[src/rtl/utc_pkg.sv]
package utc_pkg;
  // Clock and time base
  localparam longint CLK_HZ          = 10_000_000;
  localparam longint TICK_NS         = 10_000;
  localparam longint PPS_HIGH_NS     = 100_000;
  localparam int     CYC_PER_TICK    = int'(TICK_NS * CLK_HZ / 1_000_000_000);
  localparam int     TICKS_PER_SEC   = int'(CLK_HZ / CYC_PER_TICK);
  localparam int     SEC_PER_HOUR    = 3600;
  localparam int     TICKS_PER_HOUR  = TICKS_PER_SEC * SEC_PER_HOUR;
  localparam int     PPS_HIGH_CYC    = int'(PPS_HIGH_NS * CLK_HZ / 1_000_000_000);
  localparam int     PRECISE_PER_CYC = 10;

  // Calendar
  localparam logic [13:0] HOURS_YEAR      = 14'h2238;
  localparam logic [13:0] HOURS_LEAP_YEAR = 14'h2250;
  localparam logic [13:0] JUL_HOUR        = 14'h10F8;
  localparam logic [13:0] JUL_HOUR_LEAP   = 14'h1110;

  // Message layout, first received bit lands in bit MSG_BITS-1
  localparam int          MSG_BITS   = 70;
  localparam int          CRC_BITS   = 14;
  localparam int          CRC_COVER  = 56;
  localparam logic [3:0]  TYPE_UTC   = 4'h6;
  localparam logic [1:0]  SUB_DATE   = 2'h1;
  localparam logic [1:0]  SUB_LEAP   = 2'h2;
  localparam int          F_TYPE_LSB = 66;
  localparam int          F_SUB_LSB  = 64;
  localparam int          F_TIME_LSB = 35;
  localparam int          F_HOUR_LSB = 21;
  localparam int          F_YEAR_LSB = 15;
  localparam int          F_PREC_LSB = 25;
  localparam int          F_LEAP_LSB = 16;
  localparam int          F_CHG_LSB  = 14;
  localparam int          F_CRC_LSB  = 0;

  // Register byte offsets
  localparam logic [7:0] REG_CTRL     = 8'h00;
  localparam logic [7:0] REG_STATUS   = 8'h04;
  localparam logic [7:0] REG_IRQ_STAT = 8'h08;
  localparam logic [7:0] REG_IRQ_MASK = 8'h0C;
  localparam logic [7:0] REG_DELAY    = 8'h10;
  localparam logic [7:0] REG_TIME     = 8'h14;
  localparam logic [7:0] REG_DATE     = 8'h18;
  localparam logic [7:0] REG_LEAP     = 8'h1C;
  localparam logic [7:0] REG_CAL      = 8'h20;

  // Field positions
  localparam int CTRL_AUTO_CAL = 0;
  localparam int CTRL_CAL_REQ  = 1;
  localparam int CTRL_GPS_SYNC = 2;
  localparam int DATE_YEAR_LSB = 16;
  localparam int LEAP_SEC_LSB  = 16;
  localparam int LEAP_CHG_LSB  = 28;
  localparam int IRQ_BITS      = 5;
  localparam int IRQ_MSG_OK    = 0;
  localparam int IRQ_CRC_ERR   = 1;
  localparam int IRQ_PPS       = 2;
  localparam int IRQ_LEAP      = 3;
  localparam int IRQ_CAL       = 4;

  // Reset values
  localparam logic [23:0]         RST_DELAY = 24'h000000;
  localparam logic [IRQ_BITS-1:0] RST_MASK  = 5'h00;

  typedef enum logic [1:0] {
    UTC_CHG_NONE  = 2'b00,
    UTC_CHG_PLUS  = 2'b01,
    UTC_CHG_MINUS = 2'b10,
    UTC_CHG_OTHER = 2'b11
  } utc_chg_e;

  typedef enum logic [1:0] {
    UTC_RX_IDLE  = 2'b00,
    UTC_RX_BITS  = 2'b01,
    UTC_RX_ARMED = 2'b10
  } utc_rx_e;
endpackage : utc_pkg

[src/rtl/utc_decoder.sv]
`timescale 1ns/1ps
// Behaviour
// - Messages are 70 bits; only type code 0110 in bits 1-4 is accepted.
// - Subtype bits 5-6: 01 date content, 10 leap content, others reserved.
// - Bits 7-35 give 29-bit 10 us count within hour of next pulse group.
// - Decoded time is applied at first pulse of next pulse group.
// - Subtype 1: hour of year bits 36-49, year bits 50-55, bit 56 ignored.
// - Bits 1-35 and check bits 57-70 are common; middle 21 bits per subtype.
// - Subtype 2: precise time bits 36-45 in 10 ns, leap seconds 46-54.
// - Leap-second offset is a signed 9-bit two's-complement value.
// - Change bits 55-56: 00 none, 01 plus one, 10 minus one, 11 other.
// - Leap change takes effect at 1 January or 1 July midnight.
// - Change 11: drop received UTC after the moment until a new message.
// - Time base counts 10 us ticks; messages carry the tick index, subtype 2 also a 10 ns precise time.
// - Second pulse comes from counting the 10 MHz clock, aligned by messages.
// - Propagation delay offset is set by software or calibrated against GPS.
// - One-time alignment of the second pulse to the GPS second pulse.
// - Rising edge of the second pulse marks the UTC second.
// - Second pulse stays low until UTC is received or GPS sync is done.
module utc_decoder #(
  parameter logic [13:0] CRC_POLY = 14'h0001
) (
  input  wire logic        clk_i,
  input  wire logic        rst_i,
  input  wire logic        bit_valid_i,
  input  wire logic        bit_data_i,
  input  wire logic        msg_start_i,
  input  wire logic        group_start_i,
  input  wire logic        gps_pps_i,
  output logic             pps_o,
  output logic             irq_o,
  input  wire logic        wb_cyc_i,
  input  wire logic        wb_stb_i,
  input  wire logic        wb_we_i,
  input  wire logic [7:0]  wb_adr_i,
  input  wire logic [3:0]  wb_sel_i,
  input  wire logic [31:0] wb_dat_i,
  output logic [31:0]      wb_dat_o,
  output logic             wb_ack_o
);
  import utc_pkg::*;

  localparam logic [6:0]  SUB_LAST = 7'(CYC_PER_TICK - 1);
  localparam logic [23:0] SEC_LAST = 24'(CLK_HZ - 1);
  localparam logic [28:0] HOUR_LAST = 29'(TICKS_PER_HOUR - 1);
  localparam logic [9:0]  PPS_LAST = 10'(PPS_HIGH_CYC - 1);

  function automatic logic [13:0] crc_step(input logic [13:0] c, input logic b);
    logic fb;
    fb = b ^ c[13];
    crc_step = {c[12:0], 1'b0} ^ (fb ? CRC_POLY : 14'h0000);
  endfunction : crc_step

  function automatic logic [23:0] sec_phase(input logic [28:0] t, input logic [9:0] p);
    int tick;
    int frac;
    tick = int'(t) % TICKS_PER_SEC;
    frac = int'(p) / PRECISE_PER_CYC;
    if (frac > CYC_PER_TICK - 1)
      frac = CYC_PER_TICK - 1;
    sec_phase = 24'(tick * CYC_PER_TICK + frac);
  endfunction : sec_phase

  // Receiver group
  utc_rx_e                rx_state, next_rx_state;
  logic [MSG_BITS-1:0]    sh, next_sh;
  logic [6:0]             bit_cnt, next_bit_cnt;
  logic [CRC_BITS-1:0]    crc, next_crc;
  logic                   ev_ok, ev_crc, apply;
  logic [MSG_BITS-1:0]    full;

  always_comb begin
    next_rx_state = rx_state;
    next_sh       = sh;
    next_bit_cnt  = bit_cnt;
    next_crc      = crc;
    ev_ok         = 1'b0;
    ev_crc        = 1'b0;
    apply         = 1'b0;
    full          = {sh[MSG_BITS-2:0], bit_data_i};
    case (rx_state)
      UTC_RX_IDLE, UTC_RX_BITS: begin
        if (bit_valid_i && (msg_start_i || rx_state == UTC_RX_BITS)) begin
          next_sh       = full;
          next_rx_state = UTC_RX_BITS;
          if (msg_start_i) begin
            next_bit_cnt = 7'h01;
            next_crc     = crc_step(14'h0000, bit_data_i);
          end else begin
            next_bit_cnt = 7'(bit_cnt + 7'h01);
            if (bit_cnt < 7'(CRC_COVER))
              next_crc = crc_step(crc, bit_data_i);
          end
          if (!msg_start_i && bit_cnt == 7'(MSG_BITS - 1)) begin
            next_rx_state = UTC_RX_IDLE;
            if (full[F_TYPE_LSB +: 4] == TYPE_UTC) begin
              if (crc == full[F_CRC_LSB +: CRC_BITS]) begin
                ev_ok         = 1'b1;
                next_rx_state = UTC_RX_ARMED;
              end else begin
                ev_crc = 1'b1;
              end
            end
          end
        end
      end
      UTC_RX_ARMED: begin
        if (group_start_i) begin
          apply         = 1'b1;
          next_rx_state = UTC_RX_IDLE;
        end
      end
      default: next_rx_state = UTC_RX_IDLE;
    endcase
  end

  always_ff @(posedge clk_i) begin
    if (rst_i) begin
      rx_state <= UTC_RX_IDLE;
      sh       <= '0;
      bit_cnt  <= 7'h00;
      crc      <= 14'h0000;
    end else begin
      rx_state <= next_rx_state;
      sh       <= next_sh;
      bit_cnt  <= next_bit_cnt;
      crc      <= next_crc;
    end
  end

  // Timing and register group
  logic [6:0]          sub_cyc, next_sub_cyc;
  logic [23:0]         cyc_in_sec, next_cyc_in_sec;
  logic [28:0]         time_ticks, next_time_ticks;
  logic [13:0]         hour_of_year, next_hour_of_year;
  logic [5:0]          year, next_year;
  logic [9:0]          precise, next_precise;
  logic signed [8:0]   leap_sec, next_leap_sec;
  utc_chg_e            leap_chg, next_leap_chg;
  logic                date_valid, next_date_valid;
  logic                utc_valid, next_utc_valid;
  logic                utc_hold, next_utc_hold;
  logic                pps_en, next_pps_en;
  logic [9:0]          pps_cnt, next_pps_cnt;
  logic                next_pps;
  logic [23:0]         delay, next_delay;
  logic [23:0]         cal_meas, next_cal_meas;
  logic                cal_arm, next_cal_arm;
  logic                sync_arm, next_sync_arm;
  logic                sync_done, next_sync_done;
  logic                auto_cal, next_auto_cal;
  logic                gps_q;
  logic [IRQ_BITS-1:0] stat, next_stat, mask, next_mask, ev;
  logic [31:0]         next_dat, rd_data, wmask;
  logic                next_ack, wr, moment, gps_edge, pps_hit;
  logic [13:0]         next_hour;

  always_comb begin
    next_sub_cyc      = (sub_cyc == SUB_LAST) ? 7'h00 : 7'(sub_cyc + 7'h01);
    next_cyc_in_sec   = (cyc_in_sec == SEC_LAST) ? 24'h000000 : 24'(cyc_in_sec + 24'h000001);
    next_time_ticks   = time_ticks;
    next_hour_of_year = hour_of_year;
    next_year         = year;
    next_precise      = precise;
    next_leap_sec     = leap_sec;
    next_leap_chg     = leap_chg;
    next_date_valid   = date_valid;
    next_utc_valid    = utc_valid;
    next_utc_hold     = utc_hold;
    next_pps_en       = pps_en;
    next_delay        = delay;
    next_cal_meas     = cal_meas;
    next_cal_arm      = cal_arm;
    next_sync_arm     = sync_arm;
    next_sync_done    = sync_done;
    next_auto_cal     = auto_cal;
    next_mask         = mask;
    moment            = 1'b0;
    next_hour         = 14'(hour_of_year + 14'h0001);
    gps_edge          = gps_pps_i & ~gps_q;
    ev                = '0;
    ev[IRQ_MSG_OK]    = ev_ok;
    ev[IRQ_CRC_ERR]   = ev_crc;
    // Tick counter within the hour
    if (sub_cyc == SUB_LAST) begin
      if (time_ticks == HOUR_LAST) begin
        next_time_ticks = 29'h00000000;
        if (date_valid) begin
          if (next_hour == (year[1:0] == 2'b00 ? HOURS_LEAP_YEAR : HOURS_YEAR)) begin
            next_hour = 14'h0000;
            next_year = 6'(year + 6'h01);
            moment    = 1'b1;
          end else if (next_hour == (year[1:0] == 2'b00 ? JUL_HOUR_LEAP : JUL_HOUR)) begin
            moment = 1'b1;
          end
          next_hour_of_year = next_hour;
        end
      end else begin
        next_time_ticks = 29'(time_ticks + 29'h00000001);
      end
    end
    if (moment) begin
      case (leap_chg)
        UTC_CHG_PLUS:  next_leap_sec = 9'(leap_sec + 9'sh001);
        UTC_CHG_MINUS: next_leap_sec = 9'(leap_sec - 9'sh001);
        UTC_CHG_OTHER: begin
          next_utc_valid = 1'b0;
          next_utc_hold  = 1'b1;
        end
        default: next_leap_sec = leap_sec;
      endcase
      next_leap_chg = UTC_CHG_NONE;
      ev[IRQ_LEAP]  = 1'b1;
    end
    // Load decoded time at the first pulse of the next group
    if (apply) begin
      next_time_ticks = sh[F_TIME_LSB +: 29];
      next_sub_cyc    = 7'h00;
      next_cyc_in_sec = sec_phase(sh[F_TIME_LSB +: 29],
                                  sh[F_SUB_LSB +: 2] == SUB_LEAP ? sh[F_PREC_LSB +: 10] : 10'h000);
      next_utc_valid  = 1'b1;
      next_utc_hold   = 1'b0;
      next_pps_en     = 1'b1;
      case (sh[F_SUB_LSB +: 2])
        SUB_DATE: begin
          next_hour_of_year = sh[F_HOUR_LSB +: 14];
          next_year         = sh[F_YEAR_LSB +: 6];
          next_date_valid   = 1'b1;
        end
        SUB_LEAP: begin
          next_precise  = sh[F_PREC_LSB +: 10];
          next_leap_sec = $signed(sh[F_LEAP_LSB +: 9]);
          next_leap_chg = utc_chg_e'(sh[F_CHG_LSB +: 2]);
        end
        default: next_precise = precise;
      endcase
    end
    // GPS calibration and one-time alignment
    if (gps_edge && cal_arm) begin
      next_cal_meas = cyc_in_sec;
      next_cal_arm  = 1'b0;
      ev[IRQ_CAL]   = 1'b1;
      if (auto_cal)
        next_delay = cyc_in_sec;
    end
    if (gps_edge && sync_arm) begin
      next_cyc_in_sec = 24'h000000;
      next_sub_cyc    = 7'h00;
      next_delay      = 24'h000001;
      next_sync_arm   = 1'b0;
      next_sync_done  = 1'b1;
      next_pps_en     = 1'b1;
    end
    // Second pulse with delay offset, rising edge on the second
    pps_hit      = pps_en && cyc_in_sec == delay;
    next_pps     = pps_o;
    next_pps_cnt = pps_cnt;
    if (pps_hit) begin
      next_pps     = 1'b1;
      next_pps_cnt = 10'h000;
      ev[IRQ_PPS]  = 1'b1;
    end else if (pps_o) begin
      next_pps_cnt = 10'(pps_cnt + 10'h001);
      if (pps_cnt == PPS_LAST)
        next_pps = 1'b0;
    end
    // Bus slave
    next_ack = wb_cyc_i & wb_stb_i & ~wb_ack_o;
    wr       = wb_cyc_i & wb_stb_i & wb_we_i & wb_ack_o;
    wmask    = {{8{wb_sel_i[3]}}, {8{wb_sel_i[2]}}, {8{wb_sel_i[1]}}, {8{wb_sel_i[0]}}};
    case (wb_adr_i)
      REG_CTRL:     rd_data = 32'(auto_cal);
      REG_STATUS:   rd_data = {26'h0000000, sync_done, date_valid, utc_hold,
                               pps_en, utc_valid, rx_state == UTC_RX_ARMED};
      REG_IRQ_STAT: rd_data = 32'(stat);
      REG_IRQ_MASK: rd_data = 32'(mask);
      REG_DELAY:    rd_data = 32'(delay);
      REG_TIME:     rd_data = 32'(time_ticks);
      REG_DATE:     rd_data = (32'(year) << DATE_YEAR_LSB) | 32'(hour_of_year);
      REG_LEAP:     rd_data = (32'(leap_chg) << LEAP_CHG_LSB)
                              | (32'(unsigned'(leap_sec)) << LEAP_SEC_LSB) | 32'(precise);
      REG_CAL:      rd_data = 32'(cal_meas);
      default:      rd_data = 32'h00000000;
    endcase
    next_dat  = next_ack ? rd_data : 32'h00000000;
    next_stat = stat;
    if (wr) begin
      case (wb_adr_i)
        REG_CTRL: begin
          if (wb_sel_i[0]) begin
            next_auto_cal = wb_dat_i[CTRL_AUTO_CAL];
            if (wb_dat_i[CTRL_CAL_REQ])
              next_cal_arm = 1'b1;
            if (wb_dat_i[CTRL_GPS_SYNC] && !sync_done)
              next_sync_arm = 1'b1;
          end
        end
        REG_IRQ_STAT: if (wb_sel_i[0]) next_stat = stat & ~wb_dat_i[IRQ_BITS-1:0];
        REG_IRQ_MASK: if (wb_sel_i[0]) next_mask = wb_dat_i[IRQ_BITS-1:0];
        REG_DELAY:    next_delay = ((delay & ~wmask[23:0]) | (wb_dat_i[23:0] & wmask[23:0]));
        default:      next_mask = mask;
      endcase
    end
    next_stat = next_stat | ev;
  end

  always_ff @(posedge clk_i) begin
    if (rst_i) begin
      sub_cyc      <= 7'h00;
      cyc_in_sec   <= 24'h000000;
      time_ticks   <= 29'h00000000;
      hour_of_year <= 14'h0000;
      year         <= 6'h00;
      precise      <= 10'h000;
      leap_sec     <= 9'sh000;
      leap_chg     <= UTC_CHG_NONE;
      date_valid   <= 1'b0;
      utc_valid    <= 1'b0;
      utc_hold     <= 1'b0;
      pps_en       <= 1'b0;
      pps_cnt      <= 10'h000;
      pps_o        <= 1'b0;
      delay        <= RST_DELAY;
      cal_meas     <= 24'h000000;
      cal_arm      <= 1'b0;
      sync_arm     <= 1'b0;
      sync_done    <= 1'b0;
      auto_cal     <= 1'b0;
      gps_q        <= 1'b0;
      stat         <= '0;
      mask         <= RST_MASK;
      irq_o        <= 1'b0;
      wb_dat_o     <= 32'h00000000;
      wb_ack_o     <= 1'b0;
    end else begin
      sub_cyc      <= next_sub_cyc;
      cyc_in_sec   <= next_cyc_in_sec;
      time_ticks   <= next_time_ticks;
      hour_of_year <= next_hour_of_year;
      year         <= next_year;
      precise      <= next_precise;
      leap_sec     <= next_leap_sec;
      leap_chg     <= next_leap_chg;
      date_valid   <= next_date_valid;
      utc_valid    <= next_utc_valid;
      utc_hold     <= next_utc_hold;
      pps_en       <= next_pps_en;
      pps_cnt      <= next_pps_cnt;
      pps_o        <= next_pps;
      delay        <= next_delay;
      cal_meas     <= next_cal_meas;
      cal_arm      <= next_cal_arm;
      sync_arm     <= next_sync_arm;
      sync_done    <= next_sync_done;
      auto_cal     <= next_auto_cal;
      gps_q        <= gps_pps_i;
      stat         <= next_stat;
      mask         <= next_mask;
      irq_o        <= |(next_stat & next_mask);
      wb_dat_o     <= next_dat;
      wb_ack_o     <= next_ack;
    end
  end
endmodule : utc_decoder

[config.mk]
export PLATFORM = sky130hd
export DESIGN_NAME = utc_decoder
export DESIGN_NICKNAME = d
export VERILOG_FILES = /design/src/rtl/utc_pkg.sv /design/src/rtl/utc_decoder.sv
export SDC_FILE = /design/constraint.sdc
export NUM_CORES = 1
export LEC_CHECK = 0
export BUFFER_PORTS_ARGS = -buffer_cell sky130_fd_sc_hd__clkbuf_2
export CAP_MARGIN = 20
export CORE_UTILIZATION = 40
export DETAILED_ROUTE_END_ITERATION = 12
export GPL_TIMING_DRIVEN = 0
export MAX_ROUTING_LAYER = met4
export PLACE_DENSITY = 0.61
export SLEW_MARGIN = 25
export SYNTH_ARGS = -nofsm -noshare
export SYNTH_HDL_FRONTEND = slang
export SYNTH_SLANG_ARGS = --single-unit
[constraint.sdc]
create_clock -name clk_i -period 41 [get_ports clk_i]
set_input_delay 8.2 -clock clk_i [delete_from_list [all_inputs] [get_ports clk_i]]
set_output_delay 8.2 -clock clk_i [all_outputs]
set_load 0.02 [all_outputs]
==> results.json <==
{
  "synth_edf_count": 0,
  "hpwlAfterDp_mm": 56.8,
  "antenna_found_initial": 0,
  "hold_buffers": 0,
  "syn-instance-count": 3156,
  "cts_buffers": 31,
  "dr.first_iter.drc_count": 1961,
  "firstDrtPassIters": 8,
  "switching_share_pct": 24.0,
  "avgSynthCellArea_um2": 7.49,
  "grt_pass1_vias": 21400,
  "switchingPower_mw": 0.145,
  "layout.nets": 3419,
  "synthFlopType": "dfxtp_1",
  "power_density_nw_per_um2": 23.2,
  "drc": 0,
  "clk_latency_ns": 0.61,
  "path_class": "reg -> reg",
  "yosysSeqAreaShare_pct": 25.7,
  "fp.dieH_um": 245,
  "port_buffers": 75,
  "fillers": 5929,
  "crit_required_ns": 41.55,
  "layout-drive-gt1-share_pct": 7.87,
  "cts.sinks": 303,
  "cp.arrival_ns": 17.68,
  "coreArea_um2": 58000,
  "critPathSlowestCell": "nor4b_1",
  "cts_tree": "done",
  "dieWidth_um": 245,
  "ys_types": 131,
  "root_buffer": "clkbuf_16",
  "num_rows": 88,
  "path_max_fanout": 10,
  "place_congestion": 0.988,
  "multi_input_area_um2": 16500,
  "peakVddDrop_v": 0.0000331,
  "grt_overflow": 0,
  "path_delay_family": "compound AO/OA/AOI/OAI gates",
  "p_int_mw": 0.458,
  "fin_ws_ns": 23.87,
  "insertedDiodeCount": 0,
  "area_delta_synth_final_pct": 10.0,
  "rsz0062_at_grt": "false",
  "p_seq_share_pct": 49.2,
  "clk_pin_slew_worst_paths_ns": 0.07,
  "fin_tns_setup_ns": 0,
  "pre_cts_slack_ns": 23.99,
  "io_pins": 89,
  "synthArstFlopShare_pct": 0,
  "hold_class": "reg -> reg",
  "max_freq_ghz": 0.0584,
  "power_leakage_nw": 9.31,
  "postRouteWirelength_mm": 74.0,
  "cts_buffer_depth": 3,
  "crit_buf_inv": 6,
  "slowest_delay_ns": 0.66,
  "status": "completed",
  "hold_violations": 0,
  "die_area_um2": 60100,
  "p_clk_share_pct": 47.0,
  "vias": 23600,
  "finalClockSkew_ns": 0.0472,
  "start_util_pct": 40.7,
  "setup.worst_path.end_class": "flop",
  "maxCapViolations": 0,
  "dp_cells": 4001,
  "stdcell_count": 4057,
  "finalCritPeriodShare_pct": 41.8,
  "syn_area_um2": 23600,
  "p_comb_share_pct": 3.8,
  "start_kind": "flop",
  "antenna_left": 0,
  "grt_max_degree": 16,
  "tightest_slew_ns": 1.17,
  "track_usage_pct": 24.6,
  "yosysWarningCount": 0,
  "setup_violations": 0,
  "htreeDepth": 1,
  "post-cts-setup-buffers": 0,
  "register_area_um2": 6070,
  "fin_crit_ns": 17.13,
  "via_per_inst": 5.81,
  "cts_resized": 0,
  "relSlewSlack_pct": 22.3,
  "yosys_register_bits": 303,
  "slew_viol_final": 0,
  "grt_pass1_wl_mm": 118,
  "crit_top_cell": "a21oi_1",
  "wl_per_cell_um": 18.2
}
-- stage by stage --
stage,power (mW),instance area [um2],util [%],hold WS [ns]
3_5_place_dp,0.326,25000,43.1,0.442
5_1_grt,0.620,26000,44.8,0.473
6_report,0.603,26000,44.8,0.449
2_1_floorplan,0.316,23700,-,0.418
3_3_place_gp,0.326,25000,43.1,0.436
4_1_cts,0.605,26000,44.8,0.449
-- worst paths after layout --
kind	startpoint	endpoint	slack, ns	cells past startpoint
hold reg to reg	sync_arm	sync_arm	0.45	2
setup / recovery	sh[57]	cyc_in_sec[23]	23.87	64
hold / removal	sync_arm	sync_arm	0.45	2
setup reg to reg	sh[57]	cyc_in_sec[23]	23.87	64
-- cells in the final DEF (no fill, tap or decap), drive strengths merged, types with 16 or more instances in the layout --
| cell | n |
|---|---|
| nand2 | 418 |
| a211oi | 59 |
| inv | 85 |
| or2 | 21 |
| a21o | 32 |
| nand3 | 102 |
| a22oi | 86 |
| o21ai | 153 |
| xnor2 | 161 |
| a21oi | 276 |
| or3 | 31 |
| dfxtp | 303 |
| nand2b | 19 |
| nor2 | 344 |
| clkbuf | 281 |
| and2 | 31 |
| o21a | 16 |
| a311oi | 17 |
| xor2 | 86 |
| o21bai | 20 |
| and3 | 38 |
| mux2 | 16 |
| mux2i | 36 |
| nor4 | 22 |
| o211ai | 35 |
| buf | 28 |
| o31ai | 18 |
| a31oi | 41 |
| nor2b | 21 |
| a222oi | 18 |
| ha | 84 |
| nor3 | 75 |
| a221oi | 18 |
| nand4 | 47 |
-- cell usage after synthesis, drive strengths merged, types with 19 or more instances --
| cell | count | area (um2) |
|---|---|---|
| and3 | 38 | 238 |
| clkbuf | 164 | 616 |
| or3 | 31 | 194 |
| a211oi | 59 | 508 |
| buf | 28 | 154 |
| nand4 | 47 | 294 |
| and2 | 31 | 194 |
| ha | 84 | 1050 |
| nor2b | 21 | 131 |
| o211ai | 35 | 283 |
| o21ai | 153 | 788 |
| nand2 | 418 | 1570 |
| nor2 | 344 | 1290 |
| xor2 | 86 | 753 |
| nand2b | 19 | 119 |
| mux2i | 36 | 384 |
| nand3 | 102 | 515 |
| dfxtp | 303 | 6070 |
| xnor2 | 161 | 1430 |
| a31oi | 41 | 278 |
| nor4 | 22 | 168 |
| or2 | 21 | 131 |
| inv | 82 | 308 |
| o21bai | 20 | 150 |
| a21o | 32 | 249 |
| nor3 | 75 | 418 |
| a21oi | 276 | 1420 |
| a22oi | 86 | 646 |
-- worst register-to-register path: cells and delay by family (launching register included) --
kind	cells	cell delay (ns)
AO/OA/AOI/OAI	35	8.94
AND/OR/NAND/NOR	13	3.69
XOR/XNOR	5	1.47
adder cells (fa/ha/maj)	4	1.25
buffers and inverters	6	1.11
multiplexers	1	0.37
flip-flops	1	0.30
-- registers in the layout, summed over array words and instances, names as in the netlist, 2 cells and up, named ones only --
name,count
sh,69
wb_dat_o,30
time_ticks,29
cal_meas,24
cyc_in_sec,24
crc,14
hour_of_year,14
pps_cnt,10
precise,10
leap_sec,9
bit_cnt,7
sub_cyc,7
year,6
mask,5
stat,5
leap_chg,2
rx_state,2
-- power by group through the flow --
stage / combinational, mW / sequential, mW / clock, mW
after floorplan: 0.0129 / 0.303 / 0
after global placement: 0.0224 / 0.303 / 0
after detailed placement: 0.0223 / 0.303 / 0
after CTS: 0.0225 / 0.297 / 0.286
after global routing: 0.0249 / 0.297 / 0.299
final: 0.0227 / 0.297 / 0.284
-- layout make-up --
type                       count  share of cell area [%]
clock buffer                  42                    3.53
inverter                      85                    1.23
timing repair buffer          75                    1.44
tap                          765                    3.68
sequential                   303                    23.3
clock inverter                14                   0.332
multi-input combinational   2581                    63.5
buffer                       192                    2.96
-- routing by layer --
| layer | track usage, % | share of wire [%] |
|---|---|---|
| met3 | 3.75 | 6.8 |
| met1 | 34.0 | 47 |
| met4 | 4.94 | 2.1 |
| met5 | - | 0 |
| met2 | 37.9 | 44 |
-- logic make-up after synthesis --
logic type	share of synthesized area (%)
DFF	25.7
adders and majority gates	5.80
buffers and inverters	4.60
muxes	2.40
other	0.0318
xor gates and xnor gates	9.34
and+or+nand+nor	24.2
AOI/OAI and AO/OA	28.0
No activity file was read; power rests on OpenSTA's default activity.
